==> src/wdos_pkg.sv <==
// package for the watchdog and oscillation-stabilisation block
// assumes an 8-bit register port inside the microcontroller core
package wdos_pkg;
  localparam logic [7:0] WDOS_ADDR_BASE_CTRL  = 8'hd3;
  localparam logic [7:0] WDOS_ADDR_BASE_COUNT = 8'hfd;
  localparam logic [7:0] WDOS_ADDR_GUARD_CTRL = 8'hf2;
  localparam logic [7:0] WDOS_BASE_CTRL_RST   = 8'h00;
  localparam logic [7:0] WDOS_GUARD_CTRL_RST  = 8'h00;
  localparam logic [3:0] WDOS_SIGNATURE       = 4'ha;
  localparam int         WDOS_CLR_BIT         = 1;
  localparam int         WDOS_DIVCLR_BIT      = 0;
  localparam int         WDOS_TICK_OVF_BIT    = 3;
  localparam int         WDOS_RING_OVF_BIT    = 7;
  localparam int         WDOS_STAB_OVF_BIT    = 3;
  localparam logic [11:0] WDOS_DIV_4096_MAX   = 12'hfff;
  localparam logic [11:0] WDOS_DIV_1024_MAX   = 12'h3ff;
  localparam logic [11:0] WDOS_DIV_128_MAX    = 12'h07f;
  localparam logic [11:0] WDOS_DIV_16_MAX     = 12'h00f;

  typedef struct packed {
    logic       wr;
    logic [7:0] addr;
    logic [7:0] wdata;
  } wdos_bus_t;

  typedef enum logic [2:0] {
    WDOS_ST_STAB = 3'b001,
    WDOS_ST_RUN  = 3'b010,
    WDOS_ST_STOP = 3'b100
  } wdos_state_t;

  typedef struct packed {
    wdos_state_t state;
    logic [7:0]  base_ctrl;
    logic [7:0]  guard_ctrl;
    logic [7:0]  base_count;
    logic [7:0]  guard_count;
    logic [11:0] divider;
    logic        ring_sync1;
    logic        ring_sync2;
    logic        ring_prev;
    logic        wd_reset;
    logic [7:0]  rdata;
  } wdos_regs_t;
endpackage

==> src/wdos_core.sv <==
// watchdog and oscillator-stabilisation timer: base timer, guard counter, register port
// assumes one system clock; ring oscillator arrives as a slow level on i_ring_osc
`timescale 1ns/1ps
module wdos_core
  import wdos_pkg::*;
(
  input  wire logic              i_clock,
  input  wire logic              i_reset_n,
  input  wire wdos_pkg::wdos_bus_t i_bus,
  input  wire logic [7:0]        i_option_byte,
  input  wire logic              i_ring_osc,
  input  wire logic              i_stop_mode,
  input  wire logic              i_idle_mode,
  input  wire logic              i_ext_wake,
  output logic [7:0]             o_rdata,
  output logic                   o_wd_reset,
  output logic                   o_cpu_clock_en,
  output logic                   o_ring_osc_en,
  output logic                   o_base_overflow_tick
);
  import wdos_pkg::*;

  wdos_regs_t state_reg;
  wdos_regs_t state_next;

  // refuse overflow taps that the guard counter cannot hold
  if (WDOS_TICK_OVF_BIT > 7)
  begin : g_bad_tick_bit
    $error("tick overflow bit outside the guard counter");
  end
  if (WDOS_RING_OVF_BIT > 7)
  begin : g_bad_ring_bit
    $error("ring overflow bit outside the guard counter");
  end
  // stabilisation and tick taps are decoded as a full low nibble
  if (WDOS_STAB_OVF_BIT != 3 || WDOS_TICK_OVF_BIT != 3)
  begin : g_bad_nibble_tap
    $error("nibble overflow taps must be bit 3");
  end
  // both action bits self-clear as the low two bits of the control register
  if (WDOS_CLR_BIT > 1 || WDOS_DIVCLR_BIT > 1 || WDOS_CLR_BIT == WDOS_DIVCLR_BIT)
  begin : g_bad_action_bits
    $error("action bits must be bits 1 and 0");
  end
  // reset rate must be the slowest divider setting
  if (WDOS_DIV_4096_MAX <= WDOS_DIV_1024_MAX || WDOS_DIV_1024_MAX <= WDOS_DIV_128_MAX)
  begin : g_bad_div_order
    $error("divider ceilings out of order");
  end

  // signature code test, shared by both control registers
  function automatic logic is_signature(input logic [3:0] nib);
    is_signature = (nib == WDOS_SIGNATURE);
  endfunction

  // low nibble all ones: the next increment carries out of bit 3
  function automatic logic nibble_full(input logic [7:0] value);
    nibble_full = (value[3:0] == 4'hf);
  endfunction

  // 8-bit increment with the carry kept in bit 8
  function automatic logic [8:0] inc_carry(input logic [7:0] value);
    inc_carry = {1'b0, value} + 9'h001;
  endfunction

  // divider ceiling for base_timer_control[3:2]
  function automatic logic [11:0] div_max(input logic [1:0] sel);
    unique case (sel)
      2'b00:   div_max = WDOS_DIV_4096_MAX;
      2'b01:   div_max = WDOS_DIV_1024_MAX;
      2'b10:   div_max = WDOS_DIV_128_MAX;
      default: div_max = WDOS_DIV_16_MAX;
    endcase
  endfunction

  logic       wr_base;
  logic       wr_guard;
  logic       sw_clear;
  logic       div_tick;
  logic       base_ovf;
  logic       ring_mode;
  logic       ring_stop;
  logic       ring_edge;
  logic       guard_tick;
  logic       guard_ovf;
  logic       low_power;
  logic [8:0] guard_sum;
  logic [8:0] base_sum;
  logic [11:0] div_limit;
  logic       div_clear;
  logic       wd_enabled;
  logic       stab_done;
  logic       enter_stop;
  logic       wake_req;

  always_comb
  begin
    state_next = state_reg;
    wr_base    = i_bus.wr && (i_bus.addr == WDOS_ADDR_BASE_CTRL);
    wr_guard   = i_bus.wr && (i_bus.addr == WDOS_ADDR_GUARD_CTRL);
    sw_clear   = (wr_base && i_bus.wdata[WDOS_CLR_BIT])
              || (wr_guard && is_signature(i_bus.wdata[3:0]));
    div_clear  = wr_base && i_bus.wdata[WDOS_DIVCLR_BIT];
    div_limit  = div_max(state_reg.base_ctrl[3:2]);
    ring_mode  = i_option_byte[7];
    ring_stop  = ring_mode && is_signature(state_reg.guard_ctrl[7:4]);
    wd_enabled = !is_signature(state_reg.base_ctrl[7:4]);
    // stop only taken from run; a wake outside stop is ignored
    enter_stop = (state_reg.state == WDOS_ST_RUN) && i_stop_mode;
    wake_req   = (state_reg.state == WDOS_ST_STOP) && i_ext_wake;
    low_power  = i_stop_mode || i_idle_mode;
    ring_edge  = state_reg.ring_sync2 && !state_reg.ring_prev;

    // register writes; action bits self-clear
    if (wr_base)
    begin
      state_next.base_ctrl = {i_bus.wdata[7:2], 2'b00};
    end
    if (wr_guard)
    begin
      state_next.guard_ctrl = {i_bus.wdata[7:4], 4'h0};
    end

    // prescaler; runs except during stop
    div_tick = 1'b0;
    if (state_reg.state == WDOS_ST_STOP)
    begin
      state_next.divider = state_reg.divider;
    end
    else if (div_clear)
    begin
      state_next.divider = 12'h000;
    end
    // /4096 selected at reset
    // >= so a smaller ceiling written mid-count wraps at once
    else if (state_reg.divider >= div_limit)
    begin
      state_next.divider = 12'h000;
      div_tick           = 1'b1;
    end
    else
    begin
      state_next.divider = state_reg.divider + 12'h001;
    end

    base_sum = inc_carry(state_reg.base_count);
    // software clear wins over the tick
    base_ovf = div_tick && base_sum[8];
    if (sw_clear)
    begin
      state_next.base_count = 8'h00;
    end
    else if (div_tick)
    begin
      state_next.base_count = base_sum[7:0];
    end

    guard_tick = ring_mode ? ring_edge : base_ovf;
    guard_sum  = inc_carry(state_reg.guard_count);
    guard_ovf  = guard_tick && (ring_mode
               ? guard_sum[WDOS_RING_OVF_BIT + 1]
               : nibble_full(state_reg.guard_count));
    // clear wins over the sleep clear and the increment
    if (sw_clear)
    begin
      state_next.guard_count = 8'h00;
    end
    else if (ring_stop && low_power)
    begin
      state_next.guard_count = 8'h00;
    end
    else if (guard_tick)
    begin
      state_next.guard_count = guard_sum[7:0];
    end

    if (wd_enabled && guard_ovf)
    begin
      state_next.wd_reset = 1'b1;
    end
    else
    begin
      state_next.wd_reset = 1'b0;
    end

    // gate cpu until bit 3 carry
    stab_done = div_tick && nibble_full(state_reg.base_count);
    unique case (state_reg.state)
      WDOS_ST_STAB:
      begin
        // cpu stays gated until the bit 3 carry
        if (stab_done)
        begin
          state_next.state = WDOS_ST_RUN;
        end
      end
      WDOS_ST_RUN:
      begin
        if (enter_stop)
        begin
          state_next.state = WDOS_ST_STOP;
        end
      end
      WDOS_ST_STOP:
      begin
        // divider stays frozen; counting resumes at the programmed rate
        if (wake_req)
        begin
          state_next.state      = WDOS_ST_STAB;
          state_next.base_count = 8'h00;
        end
      end
    endcase

    // two flops: the ring oscillator is unrelated to i_clock
    state_next.ring_sync1 = i_ring_osc;
    state_next.ring_sync2 = state_reg.ring_sync1;
    state_next.ring_prev  = state_reg.ring_sync2;

    // read data follows the address one cycle later
    if (i_bus.addr == WDOS_ADDR_BASE_CTRL)
    begin
      state_next.rdata = state_reg.base_ctrl;
    end
    else if (i_bus.addr == WDOS_ADDR_GUARD_CTRL)
    begin
      state_next.rdata = state_reg.guard_ctrl;
    end
    else if (i_bus.addr == WDOS_ADDR_BASE_COUNT)
    begin
      state_next.rdata = state_reg.base_count;
    end
    else
    begin
      state_next.rdata = 8'h00;
    end
  end

  always_ff @(posedge i_clock)
  begin
    if (!i_reset_n)
    begin
      state_reg             <= '0;
      state_reg.state       <= WDOS_ST_STAB;
      state_reg.base_ctrl   <= WDOS_BASE_CTRL_RST;
      state_reg.guard_ctrl  <= WDOS_GUARD_CTRL_RST;
    end
    else
    begin
      state_reg <= state_next;
    end
  end

  assign o_rdata              = state_reg.rdata;
  assign o_wd_reset           = state_reg.wd_reset;
  assign o_cpu_clock_en       = (state_reg.state == WDOS_ST_RUN);
  // combinational so the ring stops in the first sleep cycle
  assign o_ring_osc_en        = !(ring_stop && low_power);
  assign o_base_overflow_tick = base_ovf;

endmodule // wdos_core

==> config.mk <==
export PLATFORM = sky130hd
export DESIGN_NAME = wdos_core
export DESIGN_NICKNAME = d
export VERILOG_FILES = /design/src/wdos_pkg.sv /design/src/wdos_core.sv
export SDC_FILE = /design/constraint.sdc
export NUM_CORES = 1
export LEC_CHECK = 0
export BUFFER_PORTS_ARGS = -buffer_cell sky130_fd_sc_hd__buf_2
export CAP_MARGIN = 5
export CORE_MARGIN = 2
export CORE_UTILIZATION = 40
export CTS_CLUSTER_DIAMETER = 200
export CTS_CLUSTER_SIZE = 28
export DETAILED_ROUTE_END_ITERATION = 16
export GPL_ROUTABILITY_DRIVEN = 0
export PLACE_DENSITY = 0.62
export SYNTH_ARGS = -nofsm -noshare
export SYNTH_HDL_FRONTEND = slang
export SYNTH_SLANG_ARGS = --single-unit
==> constraint.sdc <==
create_clock -name i_clock -period 3.1 [get_ports i_clock]
set_input_delay 0.31 -clock i_clock [delete_from_list [all_inputs] [get_ports i_clock]]
set_output_delay 0.31 -clock i_clock [all_outputs]
set_load 0.005 [all_outputs]
# Yosys cells after proc, flatten, opt, wreduce, memory -nomap -nowiden
# Cells that the tools add are included.
# totals
register_bits	53
output_inout_bits	12
elab_cells	77
# classes
n_addsub	3
n_lt_le_gt_ge	1
n_eq_ne	16
muxes	20
bitwise	2
reduce_logical	23
# op_table
cell	n
$mux W8	7
$pmux W12 S3	1
$eq A8 B8 Y1 const B	3
$mux W12	2
$eq A4 B4 Y1 const B	5
$add A8 B1 Y9 const B	2
$logic_and A1 B1 Y1	14
$add A12 B1 Y12 const B	1
$ge A12 B12 Y1	1
$mux W3	3
$pmux W3 S3	1
$mux W1	6
$ne A2 B2 Y1 const B	2
$reduce_or A4 Y1	1
$eq A3 B1 Y1 const B	1
$eq A3 B2 Y1 const B	1
$eq A3 B3 Y1 const B	1
$logic_not A1 Y1	3
$reduce_and A3 Y1	1
$reduce_or A3 Y1	1
$eq A2 B1 Y1 const B	1
$eq A2 B2 Y1 const B	1
$logic_not A2 Y1	1
$logic_or A1 B1 Y1	2
other kinds (2)	3

# Depth between registers and ports, before layout
# depth
word_depth	11
depth_mapped	9
mapped_depth_nobuf	8

# Worst setup path before layout
# OpenSTA, ideal clock, no wires.
# synth_path
path_kind	register to register
startpoint	register state_reg[51] in the netlist's numbering
endpoint	register state_reg[20] in the netlist's numbering
setup_ps	91
arrival_ps	2376
required_ps	3009
slack_ps	633
stages_incl_launch_ff	9
n_path_buf	1
path_cell_list	dfxtp_1 -> or2_2 -> ha_1 -> a21o_1 -> a221oi_1 -> o31ai_2 -> buf_2 -> or3_1 -> a311oi_1
# synth_via
elab_chain_len	5
elab_cells_between_ends	7
cone_classes	order compare (1); eq/ne (2); mux (3); reduce/logical (1)
# synth_lines
element	line_no	source
start, declared	wdos_core.sv:23	wdos_regs_t state_reg;
start signal, assigned	wdos_core.sv:250	state_reg <= state_next;
$eq A2 B2 Y1, or another cell as far along	wdos_core.sv:68	unique case (sel)
$pmux W12 S3 (*)	wdos_core.sv:68	
$ge A12 B12 Y1 (*)	wdos_core.sv:136	else if (state_reg.divider >= div_limit)
$mux W12 (*)	wdos_core.sv:136	
$mux W12 (*)	wdos_core.sv:130	else if (div_clear)
# Mark *: on every way between the ends. The rest lies on a longest branch, timed or not.
# A chain may end at the register's enable or synchronous reset.

# Worst setup path after layout
# layout_path
startpoint	register state_reg[50] in the netlist's numbering
endpoint	output o_base_overflow_tick
# layout_via
elab_chain_len	7
elab_cells_between_ends	9
cone_classes	order compare (1); eq/ne (2); mux (4); reduce/logical (2)
# layout_lines
element	line_no	source
$eq A2 B2 Y1, or another cell as far along	wdos_core.sv:68	
$pmux W12 S3 (*)	wdos_core.sv:68	
$ge A12 B12 Y1 (*)	wdos_core.sv:136	
$mux W1 (*)	wdos_core.sv:136	
$mux W1 (*)	wdos_core.sv:130	
$mux W1 (*)	wdos_core.sv:126	if (state_reg.state == WDOS_ST_STOP)
$logic_and A1 B1 Y1 (*)	wdos_core.sv:148	base_ovf = div_tick && base_sum[8];
end, declared	wdos_core.sv:19	output logic o_base_overflow_tick
# Marks and branches as above.

==> results.toml <==
[run_status]
status = "finished, final reports clean"

[placement]
portBuffers = 35
place_ws_ps = 277.2
dp_hpwl_um = 4306

[timing]
final.period_utilization = 0.9327
hold_violations = 0
fin_ws_ps = 208.6
rsz0062_at_grt = "false"
timing.fmax_ghz = 0.3459
worst_pin_slew_ps = 991.3
setup_tns_ps = 0
min_period_ps = 2891
maxSlewHeadroom = 0.3384
skew_ps = 7.748
slew_violations = 0
finalSetupViolCount = 0

[route]
wl_per_cell_um = 14.66
route.met3.wl_um = 321
drt_iter0_markers = 89
maxUsedRoutingLayer = "met4"
num_vias = 2230
vias_per_cell = 5.533
met2RoutedLength_um = 2607
wl_met1_um = 2961
drc_errors = 0
ant_nets = 0
wirelength_um = 5908
dr.pass1.iters = 5

[worst_setup_path]
crit_type = "reg2out"
cp.buffers_inverters = 1
cp.required_ps = 2790
end_kind = "primary output"
worst_ep_arrival_time_ps = 2580
cp-start-kind = "flop"
reg2reg_depth = 8
cp_cell_sequence = "or2_2, ha_1, and3_1, nand3_1, o31a_2, nor2_1, and3_1, buf_2"
critPathMaxStageDelay_ps = 420
crit_family = "simple AND/OR/NAND/NOR gates"
r2r-start = "state_reg[50]"
worst-path-max-fanout = 9
cp.depth = 8
crit_top_cell = "and3_1"
worstReg2RegEnd = "state_reg[30]"
cp_slowest_cell = "o31a_2"
reg2reg_slack_ps = 310

[floorplanning]
die_x_um = 84.80
die_h_um = 84.80
start_util = 0.4136
rows = 29
die_area_um2 = 7190
io_pins = 43
coreArea_um2 = 6314

[synth]
synth-edff-count = 0
synth-simple-area-share = 0.2741
yosys-top-cells-area = "dfxtp_1 41%, ha_1 3.8%, nand3_1 3.8%"
synth_flop_cell = "dfxtp_1"
syn-num-nets = 332
ys_seq_area_frac = 0.4063
synth_xor_xnor_area_share = 0.02683
syn_inst = 293
synth_compound_area_frac = 0.1850
netlist_area_um2 = 2611
yosysTopAreaCell = "dfxtp_1"
syn_avg_cell_area_um2 = 8.912
synth-seq-cells = 53
synth_top_area_frac = 0.4063
ys_types = 52
synth_top_family_by_area = "simple AND/OR/NAND/NOR gates"
synth_warnings = 0
async_flop_share = 0
synthMuxAreaShare = 0.02300
synth_fa_ha_area_frac = 0.03833

[cells_and_area]
final_cell_mix = "53 x dfxtp_1, 35 x buf_2, 26 x nand2_1"
layout.cells.most_common = "dfxtp_1"
area_delta_synth_final_pct = 12.22
utilization = 0.4641
diodes = 0
layout-drive-gt1-share = 0.2025
largest_register_ff_count = 42
n_fill_cell = 636
final_nets = 364

[global_route]
grt_pass1_vias = 2014
antenna_found_initial = 0
grt_first_pass_wirelength_um = 9639
grtUsageTotal = 0.1639
grt_remaining_overflow = 0
grt_max_degree = 31

[min_path]
hold_path.class = "in2reg"
hp-start = "i_ring_osc"
hold_end = "state_next[10]"
whs_path_depth = 2

[power_and_ir_drop]
pwr_density_cell_nw_per_um2 = 391.8
p_leak_nw = 1.149
power_mw = 1.148
irDropWorstVdd_mv = 0.2732

[clock_network]
cts-htree-levels = 2
clk_path_buf_depth = 2
clk_pin_slew_worst_paths_ps = 100
cts_buffers = 5
cts_tree = "built"
clkSinkCount = 53
clock_latency_ps = 300
clockRootBuffer = "clkbuf_8"

[flow_run]
maxCapViolCount = 0
per-stage QoR:
stage | instances | instance area, um2 | hold slack [ps]
3_3_place_gp | 394 | 2829 | 417.2
6_report | 403 | 2930 | 214.3
2_1_floorplan | 293 | 2611 | 411.9
5_1_grt | 403 | 2930 | 203.9
4_1_cts | 402 | 2917 | 205.8
3_5_place_dp | 394 | 2829 | 422.5
Yosys cell counts, types with 3 or more instances:
| library cell | number |
|---|---|
| a21oi_1 | 17 |
| a22oi_1 | 6 |
| a31oi_1 | 11 |
| and2_1 | 5 |
| and3_1 | 9 |
| buf_2 | 4 |
| buf_4 | 9 |
| clkbuf_1 | 5 |
| dfxtp_1 | 53 |
| ha_1 | 8 |
| inv_1 | 4 |
| mux2i_1 | 6 |
| nand2_1 | 26 |
| nand3_1 | 20 |
| nand4_1 | 4 |
| nor2_1 | 24 |
| nor3_1 | 11 |
| nor4_1 | 4 |
| o21ai_1 | 6 |
| o311a_1 | 6 |
| or2_2 | 3 |
| or3_1 | 10 |
| xnor2_1 | 6 |
area by class of cell:
| type | instances | area, um2 | share of cell area |
|---|---|---|---|
| sequential | 53 | 1061 | 0.3621 |
| timing repair buffer | 43 | 235.2 | 0.08027 |
| multi-input combinational | 218 | 1436 | 0.4902 |
| clock inverter | 3 | 17.52 | 0.005978 |
| tap | 77 | 96.34 | 0.03288 |
| inverter | 4 | 15.01 | 0.005124 |
| clock buffer | 5 | 68.82 | 0.02348 |
kinds of logic after synthesis:
group,count (synthesis)
and+or+nand+nor,131
AOI/OAI and AO/OA,65
DFF,53
buffers and inverters,22
xor gates and xnor gates,8
adders and majority gates,8
muxes,6
where the power goes:
group          internal [mW]  leakage [nW]  total [mW]  switching (mW)
Sequential             0.690         0.428       0.698         0.00816
Combinational         0.0279         0.677      0.0633          0.0354
Clock                  0.157        0.0439       0.387           0.230
per-layer routing:
metal / global-route usage / vias up
met3: 0.03147 / 2
met2: 0.2548 / 50
met4: 0.03319 / 0
met5: 0 / -
met1: 0.2376 / 1035
li1: - / 1143
how the worst max path moves through the flow:
stage,start,end
floorplan,state_reg[51],state_reg[20]
global placement,state_reg[50],state_reg[23]
detailed placement,state_reg[50],o_base_overflow_tick
CTS,state_reg[50],o_base_overflow_tick
global route,state_reg[50],o_base_overflow_tick
finish,state_reg[50],o_base_overflow_tick
timing repair:
item,4_1_cts,5_1_grt
setup buffers,0,1
gates cloned,0,0
gates resized for setup,1,1
hold buffers,0,0
endpoints found under the setup margin,1,1
No activity file was read; power rests on OpenSTA's default activity.
